==> src/pod_adapter_pkg.sv <==
// Package with host addresses, mode bit positions and reset values of the pod adapter.
package pod_adapter_pkg;
   // ************************************************************
   // Host address map.
   // ************************************************************
   localparam logic [15:0] ADDR_MODE = 16'h2002;
   localparam logic [15:0] ADDR_P0_LOW = 16'h2004;
   localparam logic [15:0] ADDR_P0_HIGH = 16'h2005;
   localparam logic [15:0] ADDR_P3_LOW = 16'h2006;
   localparam logic [15:0] ADDR_P3_HIGH = 16'h2007;

   // ************************************************************
   // Mode register fields and reset value.
   // ************************************************************
   localparam int MODE_READBACK = 4;
   localparam int MODE_DUAL_USE = 5;
   localparam int MODE_STROBE_EN = 6;
   localparam int MODE_RW_EN = 7;
   localparam logic [7:0] MODE_RESET = 8'h00_C0;

   // ************************************************************
   // Layout of the control line readback byte.
   // ************************************************************
   localparam int CTRL_SENSE_STROBE = 0;
   localparam int CTRL_SENSE_RW = 1;

   // Nibble geometry.
   localparam int NIBBLE = 4;
   localparam logic [3:0] NIBBLE_ALL = 4'h0_F;
   localparam logic [3:0] NIBBLE_NONE = 4'h0_0;
endpackage

==> src/nibble_port.sv <==
// One bidirectional port nibble with direction latch and readback path.
`timescale 1ns/10ps
module nibble_port (
   input wire logic i_clock, // System clock.
   input wire logic i_rst_b, // Asynchronous reset, active low.
   input wire logic i_rd, // Host read of this nibble.
   input wire logic i_wr, // Host write of this nibble.
   input wire logic i_readback, // Readback select mode bit.
   input wire logic [3:0] i_wdata, // Host write data.
   input wire logic [3:0] i_pin, // Levels seen by the port input path.
   input wire logic [3:0] i_sense, // Levels seen by the sensing expander.
   output logic [3:0] o_out, // Latched output data.
   output logic [3:0] o_oe, // Output enable, high while driving.
   output logic [3:0] o_rdata // Read data for the host.
);
   logic out_dir;
   logic [3:0] latch;

   // A normal read turns the nibble to input, a normal write turns it to output; readback keeps it.
   always_ff @(posedge i_clock or negedge i_rst_b) begin
      if (!i_rst_b) begin
         out_dir <= 1'b0;
      end else if (!i_readback && i_wr) begin
         out_dir <= 1'b1;
      end else if (!i_readback && i_rd) begin
         out_dir <= 1'b0;
      end
   end

   // Writes are latched only with readback off, so the driven value survives readback.
   always_ff @(posedge i_clock or negedge i_rst_b) begin
      if (!i_rst_b) begin
         latch <= pod_adapter_pkg::NIBBLE_NONE;
      end else if (!i_readback && i_wr) begin
         latch <= i_wdata;
      end
   end

   assign o_out = latch;
   assign o_oe = out_dir ? pod_adapter_pkg::NIBBLE_ALL : pod_adapter_pkg::NIBBLE_NONE;

   // Readback returns the sensed levels, otherwise the port levels.
   assign o_rdata = i_readback ? i_sense : i_pin;
endmodule

==> src/pod_adapter_mode_readback.sv <==
// Mode register, rebuilt ports 0 and 3 and drivability readback of the pod adapter.
`timescale 1ns/10ps
// Functional notes
// - The mode register is written and read by the host at address 2002.
// - With the readback bit clear, accesses at 2004 to 2007 are plain input and output on ports 0 and 3.
// - With the readback bit set, last written outputs stay driven and reads return the sensed pin levels.
// - A read of 2006 with readback set returns the sensed data strobe and read/write levels.
// - Host bus port and first I/O port go straight to target ports 1 and 2, with crystal and reset passed.
// - Ports 0 and 3 come from the expander logic, three control lines from host strobes, and a sense path reads levels.
// - Port 0 line numbers equal bit positions, low nibble lines 0-3 and high nibble lines 4-7; port 3 lines 4-7 are bits 0-3.
// - Mode bit 6 low forces the data strobe low and mode bit 7 low forces the read/write line low.
// - Mode bit 5 low makes line 4 of port 3 a latched output, high makes it the data memory select.
// - A normal read of 2004 or 2005 makes that nibble an input, a write makes it an output and latches data.
module pod_adapter_mode_readback (
   input wire logic i_clock, // System clock, 100 MHz.
   input wire logic i_rst_b, // Asynchronous reset, active low.
   input wire logic [15:0] i_host_addr, // Host cycle address.
   input wire logic i_host_rd, // Host read strobe, one cycle.
   input wire logic i_host_wr, // Host write strobe, one cycle.
   input wire logic [7:0] i_host_wdata, // Host write data.
   output logic [7:0] o_host_rdata, // Host read data, registered.
   output logic o_host_rd_valid, // Read data valid pulse.
   input wire logic i_host_ds_low, // Host data strobe, active low.
   input wire logic i_host_rw_low, // Host read/write control.
   input wire logic i_host_dm_low, // Host data memory select, active low.
   output logic o_data_strobe_low, // Target data strobe, active low.
   output logic o_rw_low, // Target read/write line.
   output logic o_data_memory_select_low, // Unused copy of the data memory select.
   input wire logic [7:0] i_port0_in, // Port 0 pin levels.
   output logic [7:0] o_port0_out, // Port 0 output data.
   output logic [7:0] o_port0_oe, // Port 0 output enables.
   input wire logic [3:0] i_input_only_nibble_lines, // Port 3 lines 0-3.
   output logic [3:0] o_output_only_nibble_lines, // Port 3 lines 4-7, line 4 dual use.
   input wire logic [7:0] i_sense_port0, // Sensed port 0 levels.
   input wire logic [3:0] i_sense_port3_high, // Sensed port 3 lines 4-7.
   input wire logic i_sense_strobe_low, // Sensed data strobe level.
   input wire logic i_sense_rw_low, // Sensed read/write level.
   input wire logic [7:0] i_host_bus_out, // Host bus port output data.
   input wire logic [7:0] i_host_bus_oe, // Host bus port output enables.
   output logic [7:0] o_host_bus_in, // Levels back to the host bus port.
   output logic [7:0] o_target_p1_out, // Target port 1 output data.
   output logic [7:0] o_target_p1_oe, // Target port 1 output enables.
   input wire logic [7:0] i_target_p1_in, // Target port 1 levels.
   input wire logic [7:0] i_host_io1_out, // Host first I/O port data.
   input wire logic [7:0] i_host_io1_oe, // Host first I/O port enables.
   output logic [7:0] o_host_io1_in, // Levels back to host I/O port.
   output logic [7:0] o_target_p2_out, // Target port 2 output data.
   output logic [7:0] o_target_p2_oe, // Target port 2 output enables.
   input wire logic [7:0] i_target_p2_in, // Target port 2 levels.
   input wire logic i_host_reset_low, // Host reset, active low.
   output logic o_target_reset_low, // Target reset, active low.
   input wire logic i_host_xtal, // Host crystal drive.
   output logic o_target_xtal // Target crystal line.
);
   logic [7:0] mode;
   logic [3:0] p3_latch;
   logic [7:0] next_rdata;
   logic [7:0] nib_rdata;
   logic readback;

   // Address compare used by every decode.
   function automatic logic hit(input logic [15:0] addr, input logic [15:0] target);
      hit = (addr == target);
   endfunction

   // ************************************************************
   // Mode register.
   // ************************************************************

   // The mode register holds the last host write at its address.
   always_ff @(posedge i_clock or negedge i_rst_b) begin
      if (!i_rst_b) begin
         mode <= pod_adapter_pkg::MODE_RESET;
      end else if (i_host_wr && hit(i_host_addr, pod_adapter_pkg::ADDR_MODE)) begin
         mode <= i_host_wdata;
      end
   end

   assign readback = mode[pod_adapter_pkg::MODE_READBACK];

   // ************************************************************
   // Port 0 nibbles.
   // ************************************************************

   // Each nibble of port 0 has its own direction and latch, lines numbered by bit.
   for (genvar n = 0; n < 2; n++) begin : g_p0
      nibble_port u_nib (
         .i_clock(i_clock),
         .i_rst_b(i_rst_b),
         .i_rd(i_host_rd && hit(i_host_addr, pod_adapter_pkg::ADDR_P0_LOW + 16'(n))),
         .i_wr(i_host_wr && hit(i_host_addr, pod_adapter_pkg::ADDR_P0_LOW + 16'(n))),
         .i_readback(readback),
         .i_wdata(i_host_wdata[3:0]),
         .i_pin(i_port0_in[n*pod_adapter_pkg::NIBBLE +: pod_adapter_pkg::NIBBLE]),
         .i_sense(i_sense_port0[n*pod_adapter_pkg::NIBBLE +: pod_adapter_pkg::NIBBLE]),
         .o_out(o_port0_out[n*pod_adapter_pkg::NIBBLE +: pod_adapter_pkg::NIBBLE]),
         .o_oe(o_port0_oe[n*pod_adapter_pkg::NIBBLE +: pod_adapter_pkg::NIBBLE]),
         .o_rdata(nib_rdata[n*pod_adapter_pkg::NIBBLE +: pod_adapter_pkg::NIBBLE])
      );
   end

   // ************************************************************
   // Port 3 and control lines.
   // ************************************************************

   // Lines 4-7 of port 3 latch on normal writes only; writes at the input-only address do nothing.
   always_ff @(posedge i_clock or negedge i_rst_b) begin
      if (!i_rst_b) begin
         p3_latch <= pod_adapter_pkg::NIBBLE_NONE;
      end else if (i_host_wr && !readback && hit(i_host_addr, pod_adapter_pkg::ADDR_P3_HIGH)) begin
         p3_latch <= i_host_wdata[3:0];
      end
   end

   // Line 4 is either the latched output or the data memory select.
   always_comb begin
      o_output_only_nibble_lines = p3_latch;
      if (mode[pod_adapter_pkg::MODE_DUAL_USE]) begin
         o_output_only_nibble_lines[0] = i_host_dm_low;
      end
   end

   // Control lines follow the host strobes unless forced low by their mode bits.
   assign o_data_strobe_low = mode[pod_adapter_pkg::MODE_STROBE_EN] & i_host_ds_low;
   assign o_rw_low = mode[pod_adapter_pkg::MODE_RW_EN] & i_host_rw_low;
   assign o_data_memory_select_low = i_host_dm_low;

   // ************************************************************
   // Pass-through ports.
   // ************************************************************

   // Ports 1 and 2, reset and crystal connect straight through with no logic.
   assign o_target_p1_out = i_host_bus_out;
   assign o_target_p1_oe = i_host_bus_oe;
   assign o_host_bus_in = i_target_p1_in;
   assign o_target_p2_out = i_host_io1_out;
   assign o_target_p2_oe = i_host_io1_oe;
   assign o_host_io1_in = i_target_p2_in;
   assign o_target_reset_low = i_host_reset_low;
   assign o_target_xtal = i_host_xtal;

   // ************************************************************
   // Host read path.
   // ************************************************************

   // Read data selection; readback swaps pin levels and the port 3 latch for sensed levels.
   always_comb begin
      next_rdata = 8'h00_00;
      if (hit(i_host_addr, pod_adapter_pkg::ADDR_MODE)) begin
         next_rdata = mode;
      end else if (hit(i_host_addr, pod_adapter_pkg::ADDR_P0_LOW)) begin
         next_rdata[3:0] = nib_rdata[3:0];
      end else if (hit(i_host_addr, pod_adapter_pkg::ADDR_P0_HIGH)) begin
         next_rdata[3:0] = nib_rdata[7:4];
      end else if (hit(i_host_addr, pod_adapter_pkg::ADDR_P3_LOW)) begin
         if (readback) begin
            next_rdata[pod_adapter_pkg::CTRL_SENSE_STROBE] = i_sense_strobe_low;
            next_rdata[pod_adapter_pkg::CTRL_SENSE_RW] = i_sense_rw_low;
         end else begin
            next_rdata[3:0] = i_input_only_nibble_lines;
         end
      end else if (hit(i_host_addr, pod_adapter_pkg::ADDR_P3_HIGH)) begin
         next_rdata[3:0] = readback ? i_sense_port3_high : p3_latch;
      end
   end

   // Read data is registered one cycle after the read strobe.
   always_ff @(posedge i_clock or negedge i_rst_b) begin
      if (!i_rst_b) begin
         o_host_rdata <= 8'h00_00;
         o_host_rd_valid <= 1'b0;
      end else begin
         o_host_rd_valid <= i_host_rd;
         if (i_host_rd) begin
            o_host_rdata <= next_rdata;
         end
      end
   end
endmodule

==> config.mk <==
export PLATFORM = sky130hd
export DESIGN_NAME = pod_adapter_mode_readback
export DESIGN_NICKNAME = d
export VERILOG_FILES = /design/src/pod_adapter_pkg.sv /design/src/nibble_port.sv /design/src/pod_adapter_mode_readback.sv
export SDC_FILE = /design/constraint.sdc
export NUM_CORES = 1
export LEC_CHECK = 0
export ABC_AREA = 1
export BUFFER_PORTS_ARGS = -buffer_cell sky130_fd_sc_hd__buf_2
export CORE_ASPECT_RATIO = 0.9
export CORE_UTILIZATION = 39
export DETAILED_ROUTE_END_ITERATION = 8
export PLACE_DENSITY = 0.81
export SLEW_MARGIN = 20
export SYNTH_ARGS = -nofsm -noshare
export SYNTH_HDL_FRONTEND = slang
export SYNTH_SLANG_ARGS = --single-unit
==> constraint.sdc <==
create_clock -name i_clock -period 1.7 [get_ports i_clock]
set_clock_uncertainty 0.15 [all_clocks]
set_input_delay 0.17 -clock i_clock [delete_from_list [all_inputs] [get_ports i_clock]]
set_output_delay 0.17 -clock i_clock [all_outputs]
set_load 0.005 [all_outputs]
=== Word level (Yosys, flattened, before mapping) ===
Cells that the tools add are included.

* Bitwise operators: 2
* Equal/unequal tests: 5
* Multiplexer cells: 18
* Reduce and logical (&&, ||, !) cells: 14

{| class="wikitable"
|+ Operators by type and width
! operator !! number
|-
| 16-bit by 14-bit == test with 1-bit output (second input constant) || 5
|-
| 4-bit 2-to-1 mux || 11
|-
| 1-bit logical AND || 11
|-
| 1-bit 2-to-1 mux || 5
|-
| 2-bit 2-to-1 mux || 2
|-
| 2-bit nonzero test || 2
|-
| 1-bit AND || 2
|-
| 1-bit zero test || 1
|}

* Input port bits: 107
* Flip-flop bits (word level): 31

=== Longest topological paths before layout ===
* Depth in word-level cells: 6
* Mapped depth: 11
* Gate-level depth less buffers: 11

=== Hierarchy ===
A second synthesis with hierarchy kept.

* Cells, all modules: 321
* Area total of the unflattened synthesis: 2,290.9 sq um

{| class="wikitable"
|+ Modules (own cells, without submodules)
! module !! instances !! seq. area each (sq um) !! area an instance (sq um) !! cells an instance
|-
| pod_adapter_mode_readback || 1 || 528.0 || 1,737.9 || 245
|-
| nibble_port || 2 || 125.1 || 276.5 || 38
|}

=== Least setup slack after synthesis ===
No wires, ideal clock.

* Path kind: flip-flop to flip-flop
* Start point: register mode[4]
* End point: register o_host_rdata[0]
* Data arrival time: 1,140 ps
* Cell stages (with the launch flop): 9
* Library setup time: 116 ps
* Slack: 293 ps
* Clock period less this slack: 1,407 ps
* Cell sequence: dfrtp_1 buf_2 or2_2 o21ai_0 o211ai_1 nand2_1 nand2_1 nand2_1 nand2_1

* Word-level cells in the longest chain between the ends: 6
* Elaborated cells between the ends (all ways): 9
* Classes of those cells: 9 x mux

{| class="wikitable"
|+ RTL lines
! what !! RTL line !! source
|-
| start: declaration || pod_adapter_mode_readback.sv:55 || <nowiki>logic [7:0] mode;</nowiki>
|-
| start signal: assignment || pod_adapter_mode_readback.sv:73 || <nowiki>mode <= pod_adapter_pkg::MODE_RESET;</nowiki>
|-
| start signal: assignment || pod_adapter_mode_readback.sv:75 || <nowiki>mode <= i_host_wdata;</nowiki>
|-
| 4-bit 2-to-1 mux || pod_adapter_mode_readback.sv:163 || <nowiki>next_rdata[3:0] = readback ? i_sense_port3_high : p3_latch;</nowiki>
|-
| 4-bit 2-to-1 mux || pod_adapter_mode_readback.sv:162 || <nowiki>end else if (hit(i_host_addr, pod_adapter_pkg::ADDR_P3_HIGH)) begin</nowiki>
|-
| 4-bit 2-to-1 mux || pod_adapter_mode_readback.sv:155 || <nowiki>end else if (hit(i_host_addr, pod_adapter_pkg::ADDR_P3_LOW)) begin</nowiki>
|-
| 4-bit 2-to-1 mux || pod_adapter_mode_readback.sv:153 || <nowiki>end else if (hit(i_host_addr, pod_adapter_pkg::ADDR_P0_HIGH)) begin</nowiki>
|-
| 4-bit 2-to-1 mux (*) || pod_adapter_mode_readback.sv:151 || <nowiki>end else if (hit(i_host_addr, pod_adapter_pkg::ADDR_P0_LOW)) begin</nowiki>
|-
| 4-bit 2-to-1 mux (*) || pod_adapter_mode_readback.sv:149 || <nowiki>if (hit(i_host_addr, pod_adapter_pkg::ADDR_MODE)) begin</nowiki>
|-
| end signal: assignment || pod_adapter_mode_readback.sv:175 || <nowiki>o_host_rdata <= next_rdata;</nowiki>
|-
| end: declaration || pod_adapter_mode_readback.sv:21 || <nowiki>output logic [7:0] o_host_rdata,</nowiki>
|}

Mark *: on every way between the ends. The rest lies on a longest branch, timed or not.
A chain may end at the register's enable or synchronous reset.

=== Worst setup path after layout ===
* Start point: register mode[4]
* End point: register o_host_rdata[3]

The elaborated chain is that of the path after synthesis.

==> impl_results.md <==
- Outcome: complete, no violations
- Clock H-tree levels: 2
- Standby leakage power: 0.00145 µW
- Via count of the first global-routing pass: 1861
- Layout cell share with drive strength beyond 1: 0.350
- Hold WC Path Type: input pin to register
- Initial core utilization: 0.405
- Commonest non-fill, non-tap cell in the layout: sky130_fd_sc_hd__nand2_1
- Count of pins on the block boundary: 189
- Global Route Usage Sum: 0.178
- Mean instance size in the synthesized netlist: 7.27 µm²
- Layout fillers: 578
- Global placer's final weighted congestion: roughly 0.85
- Count of maximum capacitance violations: 0
- Number of vias in the routed layout: 1933
- Number of cells on the worst reg-to-reg path: 9
- RSZ-0062 raised after global routing: yes
- Sink Count: 31
- Wire length of the first global-routing pass: 8190 µm
- Core area: 5660 µm²
- CTS tree: done
- Arrival time of the worst setup path: around 1.6 ns
- Reg2reg start: mode[4]
- Transition time at the pin with the least slew margin: around 0.68 ns
- Net total in the final layout: 457
- Hold slack final: 0.0235 ns
- Number of endpoints with negative hold slack in the final report: 0
- Inserted Clock Buffers: 5
- Post-synthesis register bit count: 31
- Count of buffering cells on the critical path with inverters included: 1
- Part of the cycle the worst path needs: 0.926
- Clock root buffer master: sky130_fd_sc_hd__clkbuf_8
- Worst Setup Path Type: register to register
- Chip Height: 74.7 µm
- Remaining design rule violation count: 0
- Number of warning messages in the yosys log: 0
- Top library cells by usage in the layout, fill and taps aside: 97 x sky130_fd_sc_hd__nand2_1, 88 x sky130_fd_sc_hd__buf_2, 29 x sky130_fd_sc_hd__dfrtp_1
- End-of-flow core utilization: 0.437
- Worst-case register-to-register setup slack: 0.13 ns
- Critical path launch point: mode[4]
- Data required, critical path: 1.72 ns
- Slowest Stage Delay on Critical Path: 0.44 ns
- CTS clk-pin slew, worst paths: 0.06 ns
- GRT Residual Overflow: 0
- Number of slew-limit violations in the final report: 0
- Post-Syn Instances: 315
- Die outline area: approximately 6200 µm²
- Tmin final: about 1.6 ns
- Endpoint kind of the worst setup timing path: register
- Horizontal die dimension: roughly 83 µm
- Worst hold path stage count: 3
- TritonRoute pass-1 iters: 4
- Register Area: 778 µm²
- Slowest CP cell: sky130_fd_sc_hd__dfrtp_1
- Largest delay share family, worst path: simple AND/OR/NAND/NOR gates
- Launching element type of the critical path: register
- Power per Cell Area: ~600 nW/µm²
- Detailed Place HPWL: 4110 µm
- Part of the Yosys area used for sequential elements: 0.340
- Area of the multi-input gates: 888 µm²
- Sink of the worst hold path: mode[7]
- Highest achievable clock rate: about 0.64 GHz
- Post-Syn Area: 2290 µm²
- Maximum fanout count along the critical path: 12
- Pin count of the biggest net entering global routing: 32
- Critical R2R Capture: o_host_rdata[3]
- Antenna violations before repair: 0
- Post-detailed-route count of antenna-violating nets: 0
- Worst path cell trace: inv_1, nand2_1, nand2_1, nand3_1, nand2_1, nor2_1, nand3_1, nand2_1, nand2_1
- Routed wire length: between 5000 and 6000 µm
- Worst VDD drop: 0.000465 V
- Insertion delay to the later sink of the worst-skew pair: approximately 0.28 ns
- Inserted Diodes: 0
- Average wire per cell in the routed design: 12.1 µm
- DR vias/cell: around 4.6
- Std cell rows: 26
- Net count after synthesis: 422
- Total of buffers placed on input and output ports: 88
- Launch instance of the worst min-delay path: i_host_wr
- Number of gates given a new drive strength after cts: 0
- Setup violations, final: 0
- Layout area overhead: 8.09%
- Synth unique cells: 26
- Max transition margin: 0.548
- Most frequent cell on the critical path: sky130_fd_sc_hd__nand2_1
- DR iter-0 viols: between 100 and 150
- Max clock buf depth: 2
worst max path at each step:
| stage | endpoint | cells after the start | slack [ns] |
|---|---|---|---|
| final | o_host_rdata[3] | 9 | 0.13 |
| after global routing | o_host_rdata[1] | 9 | -0.03 |
| after CTS | o_host_rdata[3] | 9 | 0.14 |
| after detailed placement | mode[1] | 9 | 0.12 |
| after global placement | mode[2] | 9 | 0.18 |
| after floorplan | o_host_rdata[0] | 8 | 0.29 |
power breakdown:
part	internal [µW]	switching (µW)	leakage (µW)
Combinational	74.1	85.9	0.000977
Sequential	741	0.819	0.000423
Clock	326	263	0.0000482
layout make-up:
class | count | area share
well taps | 70 | 0.0354
clock buffers | 7 | 0.0349
inverters | 29 | 0.0460
repair buffers | 96 | 0.208
multi-input cells | 187 | 0.359
clock inverters | 1 | 0.00202
flip-flops and latches | 31 | 0.314
flip-flops by register name (all words and copies together) (netlist names):
name                count
o_host_rd_valid         1
g_p0.u_nib.out_dir      2
p3_latch                4
o_host_rdata            8
mode                    8
g_p0.u_nib.o_out        8
routing by layer:
layer	routed length (µm)	track usage	up-vias
met5	0	0	-
met4	114	0.0805	0
met3	421	0.0618	16
met2	2380	0.293	76
met1	2190	0.210	856
li1	-	-	985
worst register-to-register path, stage by stage (launching register included):
cell and delay, ns:
sky130_fd_sc_hd__dfrtp_1 0.44, sky130_fd_sc_hd__inv_1 0.23, sky130_fd_sc_hd__nand2_1 0.12, sky130_fd_sc_hd__nand2_1 0.06, sky130_fd_sc_hd__nand3_1 0.08, sky130_fd_sc_hd__nand2_1 0.05, sky130_fd_sc_hd__nor2_1 0.13, sky130_fd_sc_hd__nand3_1 0.09
sky130_fd_sc_hd__nand2_1 0.08, sky130_fd_sc_hd__nand2_1 0.05
Yosys cell counts:
cell type / n / area [µm²]
sky130_fd_sc_hd__mux2i_1: 2 / 20.0
sky130_fd_sc_hd__buf_4: 63 / 473
sky130_fd_sc_hd__nand3_2: 4 / 40.0
sky130_fd_sc_hd__inv_1: 27 / 101
sky130_fd_sc_hd__clkbuf_1: 1 / 3.75
sky130_fd_sc_hd__or2_2: 2 / 12.5
sky130_fd_sc_hd__nand3_1: 19 / 95.1
sky130_fd_sc_hd__o21ai_1: 1 / 5.00
sky130_fd_sc_hd__o21ai_2: 4 / 35.0
sky130_fd_sc_hd__buf_2: 2 / 10.0
sky130_fd_sc_hd__inv_6: 1 / 8.76
sky130_fd_sc_hd__buf_6: 2 / 22.5
sky130_fd_sc_hd__nor2_1: 17 / 63.8
sky130_fd_sc_hd__nor2_2: 5 / 31.3
sky130_fd_sc_hd__dfstp_2: 2 / 52.6
sky130_fd_sc_hd__inv_2: 1 / 3.75
sky130_fd_sc_hd__nand2_1: 97 / 364
sky130_fd_sc_hd__a21oi_1: 1 / 5.00
sky130_fd_sc_hd__nor3_1: 1 / 5.00
sky130_fd_sc_hd__o211ai_1: 2 / 15.0
sky130_fd_sc_hd__o21ai_0: 23 / 115
sky130_fd_sc_hd__nand2_2: 2 / 12.5
sky130_fd_sc_hd__nor2_4: 3 / 33.8
sky130_fd_sc_hd__dfrtp_1: 29 / 726
sky130_fd_sc_hd__nand2_4: 2 / 22.5
sky130_fd_sc_hd__nand4_1: 2 / 12.5
cells by family (layout without fill, tap and decap cells):
| logic type | count (synthesis) | after routing | synth area share |
|---|---|---|---|
| AND/OR/NAND/NOR | 154 | 154 | 0.303 |
| buffers and inverters | 97 | 133 | 0.272 |
| AO/OA/AOI/OAI | 31 | 31 | 0.0765 |
| flip-flops | 31 | 31 | 0.340 |
| multiplexers | 2 | 2 | 0.00874 |
per-stage QoR:
step | power [µW] | setup TNS (ns) | setup slack, ns | cells | area (µm²)
finish | 1490 | 0 | 0.127 | 421 | 2470
global route | 1560 | -0.0321 | -0.0321 | 421 | 2470
CTS | 1510 | 0 | 0.139 | 421 | 2470
detailed placement | 905 | 0 | 0.123 | 407 | 2320
global placement | 902 | 0 | 0.175 | 407 | 2320
floorplan | 905 | 0 | 0.293 | 315 | 2290
timing repair:
| item | in CTS | in global routing |
|---|---|---|
| endpoints found under the setup margin | 0 | 1 |
| setup buffers | 0 | 0 |
| hold buffers | 6 | 0 |
| hold endpoints to repair | 34 | 0 |
(Power assumes the default switching activity.)
